--- src/logic/ppf_pkg.sv ---
// Shared constants for the pre-pit block formatter and its decoder
package ppf_pkg;
    localparam int FRAMES = 16;
    localparam int POS_BITS = 3;
    localparam logic [2:0] PAT_ONE = 3'h5;
    localparam logic [2:0] PAT_ZERO = 3'h4;
    localparam logic [2:0] PAT_SYNC = 3'h7;
    localparam int FRAME_BITS = 13;
    localparam logic [7:0] GF_POLY_LOW = 8'h1D;
    localparam logic [7:0] GEN_C2 = 8'h07;
    localparam logic [7:0] GEN_C1 = 8'h0E;
    localparam logic [7:0] GEN_C0 = 8'h08;
    localparam logic [7:0] TAG_ADDR = 8'h00;
    localparam logic [7:0] TAG_MAX = 8'h05;
    localparam logic [19:0] LEADIN_CYCLE_START = 20'h024FA;
    localparam logic [19:0] LEADIN_LAST0 = 20'h02FFE;
    localparam logic [19:0] DATA_ZONE_START = 20'h03000;
    localparam logic [23:0] DATA_ZONE_PSN = 24'h030000;
    localparam logic [3:0] IDX_PAR_A = 4'h3;
    localparam logic [3:0] IDX_TAG = 4'h6;
    localparam logic [3:0] IDX_PAR_B = 4'hD;

    typedef enum logic [2:0] {
        PPF_IDLE = 3'b001,
        PPF_SEND = 3'b010,
        PPF_DONE = 3'b100
    } ppf_state_e;

    // GF(256) multiply with the field polynomial
    function automatic logic [7:0] gf_mul(input logic [7:0] a, input logic [7:0] b);
        logic [7:0] p;
        logic [7:0] x;
        p = 8'h00;
        x = a;
        for (int i = 0; i < 8; i++) begin
            if (b[i]) begin
                p = p ^ x;
            end
            x = x[7] ? ({x[6:0], 1'b0} ^ GF_POLY_LOW) : {x[6:0], 1'b0};
        end
        return p;
    endfunction

    // One LFSR step of division by the three-root generator
    function automatic logic [23:0] rs_step(input logic [23:0] r, input logic [7:0] d);
        logic [7:0] fb;
        fb = d ^ r[23:16];
        return {r[15:8] ^ gf_mul(fb, GEN_C2), r[7:0] ^ gf_mul(fb, GEN_C1), gf_mul(fb, GEN_C0)};
    endfunction
endpackage

--- src/logic/ppf_link_if.sv ---
// Serial pre-pit link between formatter and decoder
interface ppf_link_if;
    logic pit;
    logic pit_valid;
    logic frame_start;
    modport enc (output pit, output pit_valid, output frame_start);
    modport dec (input pit, input pit_valid, input frame_start);
endinterface

--- src/logic/ppf_encoder.sv ---
// Pre-pit block formatter: builds 16-frame blocks and sends them as pit patterns
// How it works
// - Part A address, part B tagged info
// - Class tag zero to five only
// - Lead-in cycles classes, last two zero
// - Sixteen frames, four-bit index per frame
// - Index equals sector number low bits
// - Index sent raw without coding
// - Address is sector number bits 23:4
// - Data zone starts at address 3000
// - Parity A over address bytes
// - Parity B over bytes six to twelve
// - Generator roots alpha zero one two
// - Sync, index, then data byte msb first
// - Class zero repeats address, reserved zero
// - Receiver classifies blocks and flags bad ones
// - One is 101, zero is 100
module ppf_encoder (
    // Clock and reset
    input wire logic clock,
    input wire logic rst_n,
    // Block request
    input wire logic start,
    input wire logic [23:0] sector_num,
    input wire logic [2:0] lead_class,
    input wire logic [55:0] class_info,
    output logic busy,
    output logic block_done,
    // Link
    ppf_link_if.enc link
);
    ppf_pkg::ppf_state_e state_ff;
    logic [7:0] bytes_ff [ppf_pkg::FRAMES];
    logic [3:0] frame_ff;
    logic [3:0] bit_ff;
    logic [1:0] pos_ff;
    logic [23:0] par_a;
    logic [23:0] par_b;
    logic [19:0] addr;
    logic [7:0] tag;
    logic [12:0] frame_word;
    logic [2:0] pattern;
    logic last_pos;

    assign addr = sector_num[23:4];

    always_comb begin
        logic [19:0] off;
        off = addr - ppf_pkg::LEADIN_CYCLE_START;
        tag = ppf_pkg::TAG_ADDR;
        // Lead-in classes cycle from the window start
        if (addr >= ppf_pkg::LEADIN_CYCLE_START && addr < ppf_pkg::LEADIN_LAST0 && lead_class != 3'h0) begin
            tag = 8'((off % 20'(ppf_pkg::TAG_MAX)) + 20'h00001);
        end
    end

    always_comb begin
        par_a = 24'h000000;
        par_a = ppf_pkg::rs_step(par_a, addr[19:16] == 4'h0 ? 8'h00 : {4'h0, addr[19:16]});
        par_a = ppf_pkg::rs_step(par_a, addr[15:8]);
        par_a = ppf_pkg::rs_step(par_a, addr[7:0]);
    end

    always_comb begin
        logic [55:0] info;
        info = 56'h0;
        if (tag == ppf_pkg::TAG_ADDR) begin
            info = {tag, 4'h0, addr, 24'h000000};
        end else begin
            info = {tag, class_info[47:0]};
        end
        par_b = 24'h000000;
        for (int i = 6; i >= 0; i--) begin
            par_b = ppf_pkg::rs_step(par_b, info[i*8 +: 8]);
        end
    end

    // Block load and frame stepping
    always_ff @(posedge clock or negedge rst_n) begin
        if (!rst_n) begin
            state_ff <= ppf_pkg::PPF_IDLE;
            frame_ff <= 4'h0;
            bit_ff <= 4'h0;
            pos_ff <= 2'h0;
            for (int i = 0; i < ppf_pkg::FRAMES; i++) begin
                bytes_ff[i] <= 8'h00;
            end
        end else begin
            unique case (state_ff)
                ppf_pkg::PPF_IDLE: begin
                    if (start) begin
                        bytes_ff[0] <= {4'h0, addr[19:16]};
                        bytes_ff[1] <= addr[15:8];
                        bytes_ff[2] <= addr[7:0];
                        bytes_ff[3] <= par_a[23:16];
                        bytes_ff[4] <= par_a[15:8];
                        bytes_ff[5] <= par_a[7:0];
                        bytes_ff[6] <= tag;
                        for (int i = 0; i < 6; i++) begin
                            bytes_ff[7 + i] <= (tag == ppf_pkg::TAG_ADDR)
                                ? ((i < 3) ? bytes_ff_init(addr, i) : 8'h00)
                                : class_info[(5 - i)*8 +: 8];
                        end
                        bytes_ff[13] <= par_b[23:16];
                        bytes_ff[14] <= par_b[15:8];
                        bytes_ff[15] <= par_b[7:0];
                        // Start index at sector low bits
                        frame_ff <= sector_num[3:0];
                        bit_ff <= 4'h0;
                        pos_ff <= 2'h0;
                        state_ff <= ppf_pkg::PPF_SEND;
                    end
                end
                ppf_pkg::PPF_SEND: begin
                    if (last_pos) begin
                        pos_ff <= 2'h0;
                        if (bit_ff == 4'(ppf_pkg::FRAME_BITS - 1)) begin
                            bit_ff <= 4'h0;
                            frame_ff <= frame_ff + 4'h1;
                            if (frame_ff == 4'hF) begin
                                state_ff <= ppf_pkg::PPF_DONE;
                            end
                        end else begin
                            bit_ff <= bit_ff + 4'h1;
                        end
                    end else begin
                        pos_ff <= pos_ff + 2'h1;
                    end
                end
                ppf_pkg::PPF_DONE: begin
                    state_ff <= ppf_pkg::PPF_IDLE;
                end
                default: begin
                    state_ff <= ppf_pkg::PPF_IDLE;
                end
            endcase
        end
    end

    function automatic logic [7:0] bytes_ff_init(input logic [19:0] a, input int i);
        logic [23:0] w;
        w = {4'h0, a};
        return w[(2 - i)*8 +: 8];
    endfunction

    assign frame_word = {1'b1, frame_ff, bytes_ff[frame_ff]};
    assign pattern = (bit_ff == 4'h0) ? ppf_pkg::PAT_SYNC
        : (frame_word[4'(12) - bit_ff] ? ppf_pkg::PAT_ONE : ppf_pkg::PAT_ZERO);
    assign last_pos = (pos_ff == 2'(ppf_pkg::POS_BITS - 1));

    // Link outputs
    always_ff @(posedge clock or negedge rst_n) begin
        if (!rst_n) begin
            link.pit <= 1'b0;
            link.pit_valid <= 1'b0;
            link.frame_start <= 1'b0;
        end else begin
            link.pit <= (state_ff == ppf_pkg::PPF_SEND) && pattern[2'(2) - pos_ff];
            link.pit_valid <= (state_ff == ppf_pkg::PPF_SEND);
            link.frame_start <= (state_ff == ppf_pkg::PPF_SEND) && bit_ff == 4'h0 && pos_ff == 2'h0;
        end
    end

    assign busy = (state_ff != ppf_pkg::PPF_IDLE);
    assign block_done = (state_ff == ppf_pkg::PPF_DONE);
endmodule

--- src/flat_wrapper.sv ---
// flat-port wrapper written by rule: the top's interface ports become plain ports
module ppf_encoder_flat 
  (clock, rst_n, start, sector_num, lead_class, class_info, busy, block_done, link_pit, link_pit_valid, link_frame_start);
  ppf_link_if link_i ();
  input wire logic clock;
  input wire logic rst_n;
  input wire logic start;
  input wire logic [23:0] sector_num;
  input wire logic [2:0] lead_class;
  input wire logic [55:0] class_info;
  output logic busy;
  output logic block_done;
  output wire logic [$bits(link_i.pit)-1:0] link_pit;
  output wire logic [$bits(link_i.pit_valid)-1:0] link_pit_valid;
  output wire logic [$bits(link_i.frame_start)-1:0] link_frame_start;
  assign link_pit = link_i.pit;
  assign link_pit_valid = link_i.pit_valid;
  assign link_frame_start = link_i.frame_start;
  ppf_encoder u_core (.clock(clock), .rst_n(rst_n), .start(start), .sector_num(sector_num), .lead_class(lead_class), .class_info(class_info), .busy(busy), .block_done(block_done), .link(link_i));
endmodule
--- config.mk ---
export PLATFORM = sky130hd
export DESIGN_NAME = ppf_encoder_flat
export DESIGN_NICKNAME = d
export VERILOG_FILES = /design/src/logic/ppf_pkg.sv /design/src/logic/ppf_link_if.sv /design/src/logic/ppf_encoder.sv /design/src/flat_wrapper.sv
export SDC_FILE = /design/constraint.sdc
export NUM_CORES = 1
export LEC_CHECK = 0
export BUFFER_PORTS_ARGS = -buffer_cell sky130_fd_sc_hd__buf_4
export CAP_MARGIN = 10
export CORE_MARGIN = 2
export CORE_UTILIZATION = 55
export DETAILED_ROUTE_END_ITERATION = 10
export MAX_ROUTING_LAYER = met4
export PLACE_DENSITY = 0.7
export SYNTH_ARGS = -nofsm -noshare
export SYNTH_HDL_FRONTEND = slang
export SYNTH_SLANG_ARGS = --single-unit
--- constraint.sdc ---
create_clock -name clock -period 4.06 [get_ports clock]
set_clock_uncertainty 0.2 [all_clocks]
set_input_delay 0.812 -clock clock [delete_from_list [all_inputs] [get_ports clock]]
set_output_delay 0.812 -clock clock [all_outputs]
set_load 0.005 [all_outputs]
==> flow_summary.toml, run 1 <==
[outcome]
status = "aborted with a tool error"
haltStage = "global routing (5_1_grt)"
error = "[ERROR GRT-0232] Routing congestion too high. Check the congestion heatmap in the GUI."

[synth]
synth-seq-area-share_pct = 16.1
syn-num-nets = 2671
yosys_register_bits = 140
async_flop_share_pct = 100
synth_cells = 2562
synth_edf_count = 0
yosysUniqueCellTypes = 153
ys_warn_count = 0
ys.flop_type = "dfrtp_1"
syn_area_um2 = 21700
syn_avg_cell_area_um2 = 8.48

[placement]
dp_hpwl_um = 71600
gp_congestion = 1.06
dp_cells = 3990
port-buffer-count = 82

[floorplan]
die_y_um = 203
io_pins = 91
rows = 72
fp.dieW_um = 203
initial_core_util_pct = 56.0

[global_routing]
track_usage_pct = 77.5
grt_overflow = 230
grt_start_max_net_pins = 82

[clock_network]
clock_path_buffers = 2
clockRootBuffer = "clkbuf_16"
clock_sinks = 140
hold_buffers = 0
cts_buffers = 17
htreeDepth = 4
## stage by stage
| step | utilization (%) | hold slack [ns] | TNS, ns | setup WS [ns] | area, µm² |
|---|---|---|---|---|---|
| after floorplan | - | 0.240 | -1188.44 | -17.48 | 23000 |
| after global placement | 78.8 | 0.253 | -1190.14 | -17.60 | 30600 |
| after detailed placement | 78.8 | 0.261 | -1222.30 | -18.12 | 30600 |
| after CTS | 86.9 | 0.235 | -1124.19 | -16.83 | 33800 |
## Yosys cell counts (all sizes together) (23+ instances only)
master	count	area [µm²]
buf	73	523
ha	23	288
mux2i	54	552
o211ai	31	238
xor2	110	1020
clkbuf	69	268
a21oi	120	646
xnor2	308	2780
nand3	82	425
inv	38	148
nand4	24	171
and2	30	189
nor3	76	420
nor2	157	614
dfrtp	139	3480
nor4	25	215
nand2	353	1330
a21o	28	214
a211oi	25	218
o21ai	205	1040
mux4	39	878
xnor3	79	1800
a31oi	34	249
## layer usage
metal | global-route usage (%) | GRT overflow
met1 | 78.0 | 7
met2 | 94.0 | 151
met3 | 59.5 | 9
met4 | 70.4 | 63
met5 | - | -
## kinds of logic after synthesis
| family | share of synthesized area [%] |
|---|---|
| AO/OA/AOI/OAI | 22.8 |
| buffers and inverters | 4.61 |
| multiplexers | 7.46 |
| adder cells (fa/ha/maj) | 1.46 |
| XOR/XNOR | 26.9 |
| AND/OR/NAND/NOR | 20.7 |
| flip-flops | 16.1 |
## what timing repair did
action | in CTS
pin swaps | 154
setup buffers | 118
endpoints found under the setup margin | 80
gates cloned | 2
resized for setup | 354
==> inputs of run 2 (changes only) <==
--- a/config.mk
+++ b/config.mk
@@ -8,10 +8,9 @@
 export BUFFER_PORTS_ARGS = -buffer_cell sky130_fd_sc_hd__buf_4
 export CAP_MARGIN = 10
 export CORE_MARGIN = 2
-export CORE_UTILIZATION = 55
+export CORE_UTILIZATION = 40
 export DETAILED_ROUTE_END_ITERATION = 10
-export MAX_ROUTING_LAYER = met4
-export PLACE_DENSITY = 0.7
+export PLACE_DENSITY_LB_ADDON = 0.15
 export SYNTH_ARGS = -nofsm -noshare
 export SYNTH_HDL_FRONTEND = slang
 export SYNTH_SLANG_ARGS = --single-unit
==> flow_summary.toml, run 2 <==
[final_layout]
largest_register = "u_core.bytes_ff"
area_growth_pct = 63.3
fin_util_pct = 66.0
nets = 3785
final_common_cell = "buf_4"
layout_common_cells = "buf_4 (1119), nand2_1 (318), xnor2_1 (234), dfrtp_1 (138), nor2_1 (132)"
largest_reg_flops = 124
drive_gt1_share_pct = 50.5
final_cell_count_no_fill = 4386
reg_top3 = "u_core.bytes_ff: 124 flops, u_core.bit_ff: 4 flops, u_core.frame_ff: 4 flops"

[synth]
async_flop_share_pct = 100
synth_fa_ha_area_share_pct = 1.46
ys.flop_type = "dfrtp_1"
yosys_register_bits = 140
synth_top_family_by_area = "XOR/XNOR gates"
syn_area_um2 = 21700
syn-num-nets = 2671
synth_cells = 2562
synth_edf_count = 0
yosysTopAreaCell = "dfrtp_1"
synth_compound_area_share_pct = 22.8
synth-simple-area-share_pct = 20.7
synth_most_common_cell = "nand2_1"
synth_common_cells = "nand2_1 (351), xnor2_1 (297), o21ai_0 (157)"
synth.area.mux_share_pct = 7.46
synthTopCellsByArea = "dfrtp_1 (16%), xnor2_1 (12%), xnor3_1 (6.4%)"
synth_xor_area_share_pct = 26.9
ys_warn_count = 0
syn_avg_cell_area_um2 = 8.48
yosysUniqueCellTypes = 153
netlist.area_leader.share_pct = 16.0
synth-seq-area-share_pct = 16.1

[critical_path]
cp-start-kind = "input pin"
worstPathRequired_ns = 4.12
max_stage_delay_ns = 0.58
cp_common_cell = "buf_6"
path_class = "in2reg"
cpMaxStageDelayCell = "or4_4"
crit_path_end_kind = "flip-flop"
critical-path-top-delay-family = "simple AND/OR/NAND/NOR gates"
crit_fanout = 9
critPathArrivalTime_ns = 21.31
path_buf_inv = 26

[flow_run]
cap_violations = 0

[floorplan]
dieArea_um2 = 56200
rows = 85
io_pins = 91
die_y_um = 237
core_area_um2 = 53800
initial_core_util_pct = 40.4
fp.dieW_um = 237

[timing]
max_freq_mhz = 47.0
slew_headroom_pct = 33.2
whs_ns = 0.214
fin_crit_sh_pct = 524
rsz0062_at_grt = "yes"
fin_crit_ns = 21.25
worst_pin_slew_ns = 1.00
fin_tns_setup_ns = -1155.19
final.setup.worst_slack_ns = -17.19
setup_violations = 80
slew_violations = 0
finalHoldViolations = 0

[min_path]
hold_class = "in2async"

[placement]
gp_congestion = 0.943
dp_hpwl_um = 70800
dp_cells = 4158
port-buffer-count = 82

[global_routing]
grt_pass1_wl_um = 138000
antenna_found_initial = 0
track_usage_pct = 31.0
grt_pass1_vias = 24200
grt_overflow = 0
grt_start_max_net_pins = 93

[clock_network]
tritoncts = "built"
htreeDepth = 4
clkSlewWorstSetupHoldPaths_ns = 0.06
clkLatencyLatePin_ns = 0.43
clock_path_buffers = 2
clockRootBuffer = "clkbuf_16"
clock_sinks = 140
cts_buffers = 17

[outcome]
violations = "setup timing"
status = "finished, violations left"

[route]
first_pass_iters = 8
final_antenna_net_count = 0
wl_per_cell_um = 20.7
route.detailed.drc = 0
drt-total-wl_um = 90800
drt_iter0_drc = 2214
vias = 24900
vias_per_cell = 5.69
[run 2: cell counts after synthesis]
No cell type changed its count.
[run 2: cell type report]
| cell class | instances | area [µm²] |
|---|---|---|
| clock buffers | 18 | 429 |
| well taps | 696 | 871 |
| flip-flops and latches | 140 | 3510 |
| fillers | 4352 | 18300 |
| diodes | 1 | 2.50 |
| clock inverters | 14 | 185 |
| inverters | 42 | 190 |
| repair buffers | 1240 | 9980 |
| multi-input cells | 2235 | 20300 |
[run 2: final timing paths]
kind	slack [ns]	start	cells past startpoint	endpoint
max	-17.19	sector_num[5]	102	u_core.bytes_ff[11]
min	0.21	rst_n	1	u_core.link.pit_valid
max in group asynchronous	2.57	rst_n	2	u_core.bytes_ff[51]
min in group clock	0.27	u_core.bytes_ff[112]	2	u_core.bytes_ff[112]
max reg2reg	0.39	u_core.frame_ff[1]	10	u_core.link.pit
min reg2reg	0.27	u_core.bytes_ff[112]	2	u_core.bytes_ff[112]
[run 2: what timing repair did]
action / in CTS / in global routing
pin swaps: 128 / 141
hold buffers: 0 / 0
hold endpoints to repair: 0 / 0
setup buffers: 83 / 112
gates resized for setup: 260 / 276
cloned: 3 / 0
endpoints found under the setup margin: 80 / 80
[run 2: cell families (layout without fill, tap and decap cells)]
group	Yosys count	count (layout)
buffers and inverters	189	1314
AOI/OAI and AO/OA	691	693
other	0	1
muxes	110	110
and+or+nand+nor	899	899
DFF	140	140
adders and majority gates	26	26
xor gates and xnor gates	507	507
[run 2: metrics by stage]
step                instance area [µm²]  setup WS [ns]
finish                            35500         -17.19
global route                      35500         -17.89
CTS                               33400         -16.87
detailed placement                30800         -18.10
global placement                  30800         -17.83
floorplan                         23000         -17.48
[run 2: per-layer routing]
| layer | track usage (%) | wire [µm] |
|---|---|---|
| met5 | 0 | 0 |
| met4 | 5.76 | 1630 |
| met3 | 3.96 | 5630 |
| met2 | 49.4 | 41800 |
| met1 | 45.3 | 41700 |
Power of run 2 is left out: the tool's default activity adds up to more than one toggle a clock period on the data nets, which glitch-free logic cannot reach.
==> inputs of run 3 (changes only) <==
--- a/config.mk
+++ b/config.mk
@@ -11,6 +11,8 @@
 export CORE_UTILIZATION = 40
 export DETAILED_ROUTE_END_ITERATION = 10
 export PLACE_DENSITY_LB_ADDON = 0.15
+export SLEW_MARGIN = 20
 export SYNTH_ARGS = -nofsm -noshare
 export SYNTH_HDL_FRONTEND = slang
 export SYNTH_SLANG_ARGS = --single-unit
+export TNS_END_PERCENT = 20
==> flow_summary.toml, run 3 (same netlist as run 2, synthesis figures left out) <==
[global_routing]
grt_pass1_vias = 24700
grt_overflow = 0
antenna_found_initial = 8
track_usage_pct = 31.6
grt_start_max_net_pins = 107
grt_pass1_wl_um = 140000

[placement]
gp_congestion = 0.983
placed_area_um2 = 30500
port-buffer-count = 82
dp_hpwl_um = 70000

[clock_network]
htreeDepth = 4
tritoncts = "built"
clockRootBuffer = "clkbuf_16"
clock_sinks = 140
cts_buffers = 17
clock_path_buffers = 2
clkSlewWorstSetupHoldPaths_ns = 0.07
clkLatencyLatePin_ns = 0.46
hold_buffers = 0

[route]
route.detailed.drc = 0
drt_iter0_drc = 2033
final_antenna_net_count = 0
first_pass_iters = 6
vias = 24800
wl_per_cell_um = 20.9
drt-total-wl_um = 91300
vias_per_cell = 5.69

[critical_path]
critPathArrivalTime_ns = 21.32
path_buf_inv = 32
critical-path-top-delay-family = "simple AND/OR/NAND/NOR gates"
r2r_setup_slack_ns = 0.39
r2r-start = "u_core.frame_ff[1]"
max_stage_delay_ns = 0.59
cp_common_cell = "buf_4"
cp-start-kind = "input pin"
r2r_cells = 10
crit_path_end_kind = "flip-flop"
path_class = "in2reg"
worstPathRequired_ns = 4.18
crit_fanout = 7
cpMaxStageDelayCell = "or4_4"
r2r_end = "u_core.link.pit"

[timing]
slew_violations = 0
setup_violations = 80
slew_headroom_pct = 43.2
fin_tns_setup_ns = -1152.38
final.setup.worst_slack_ns = -17.14
finalHoldViolations = 0
fin_crit_sh_pct = 522
rsz0062_at_grt = "yes"
worst_pin_slew_ns = 0.852
max_freq_mhz = 47.2
fin_crit_ns = 21.20
whs_ns = 0.209

[flow_run]
cap_violations = 0

[final_layout]
reg_top3 = "u_core.bytes_ff: 124 flops, u_core.bit_ff: 4 flops, u_core.frame_ff: 4 flops"
stdcell_area_um2 = 35000
fin_util_pct = 65.1
largest_reg_flops = 124
nets = 3754
final_common_cell = "buf_4"
area_growth_pct = 61.1
largest_register = "u_core.bytes_ff"
fill_cells = 4382
drive_gt1_share_pct = 49.0
layout_common_cells = "buf_4 (1110), nand2_1 (320), xnor2_1 (240), dfrtp_1 (138), nor2_1 (137)"

[floorplan]
initial_core_util_pct = 40.4
io_pins = 91
dieArea_um2 = 56200
fp.dieW_um = 237
rows = 85
die_y_um = 237
core_area_um2 = 53800

[min_path]
hold_class = "in2async"

[outcome]
violations = "setup timing"
status = "finished, violations left"
-- run 3: cell count changes in the layout (fill, tap and decap cells not counted), sizes merged --
cell / before / now
inv: 43 / 47
o21ai: 206 / 205
diode: 1 / 5
a21oi: 121 / 120
buf: 1240 / 1211
clkinv: 6 / 7
bufinv: 3 / 1
clkinvlp: 4 / 1
-- run 3: worst max path at each step --
stage,startpoint,to,slack [ns],cells after the start
after floorplan,sector_num[5],u_core.bytes_ff[10],-17.48,96
after global placement,sector_num[19],u_core.bytes_ff[10],-17.62,92
after detailed placement,sector_num[19],u_core.bytes_ff[23],-17.92,93
after CTS,sector_num[14],u_core.bytes_ff[21],-16.40,85
after global routing,sector_num[14],u_core.bytes_ff[18],-17.74,94
final,sector_num[19],u_core.bytes_ff[18],-17.14,104
-- run 3: area by class of cell --
type	count	area (µm²)	share of cell area, %
clock buffer	18	439	1.25
timing repair buffer	1211	9710	27.7
antenna	5	12.5	0.0357
clock inverter	14	146	0.418
inverter	42	185	0.529
tap	696	871	2.49
sequential	140	3510	10.0
multi-input combinational	2233	20100	57.5
-- run 3: routing by layer --
| layer | track usage [%] | part of all wire [%] | vias to the layer above |
|---|---|---|---|
| met5 | 0 | 0.020 | - |
| met4 | 8.40 | 2.8 | 2 |
| met3 | 2.82 | 6.1 | 162 |
| met2 | 52.1 | 47 | 893 |
| met1 | 44.4 | 44 | 12200 |
| li1 | - | - | 11600 |
-- run 3: repair_timing --
item                                   in CTS  in global routing
cloned                                      1                  0
endpoints found under the hold margin       0                  0
pin swaps                                 140                102
gates resized for setup                   327                162
setup endpoints to repair                  80                 80
setup buffers                             132                 49
-- run 3: metrics by stage --
step                      setup WS [ns]  std cells
final                            -17.14       4359
after global routing             -17.74       4358
after CTS                        -16.40       4306
after detailed placement         -17.92       4142
after global placement           -17.62       4142
after floorplan                  -17.48       2562
Power of run 3 is left out for the same reason.
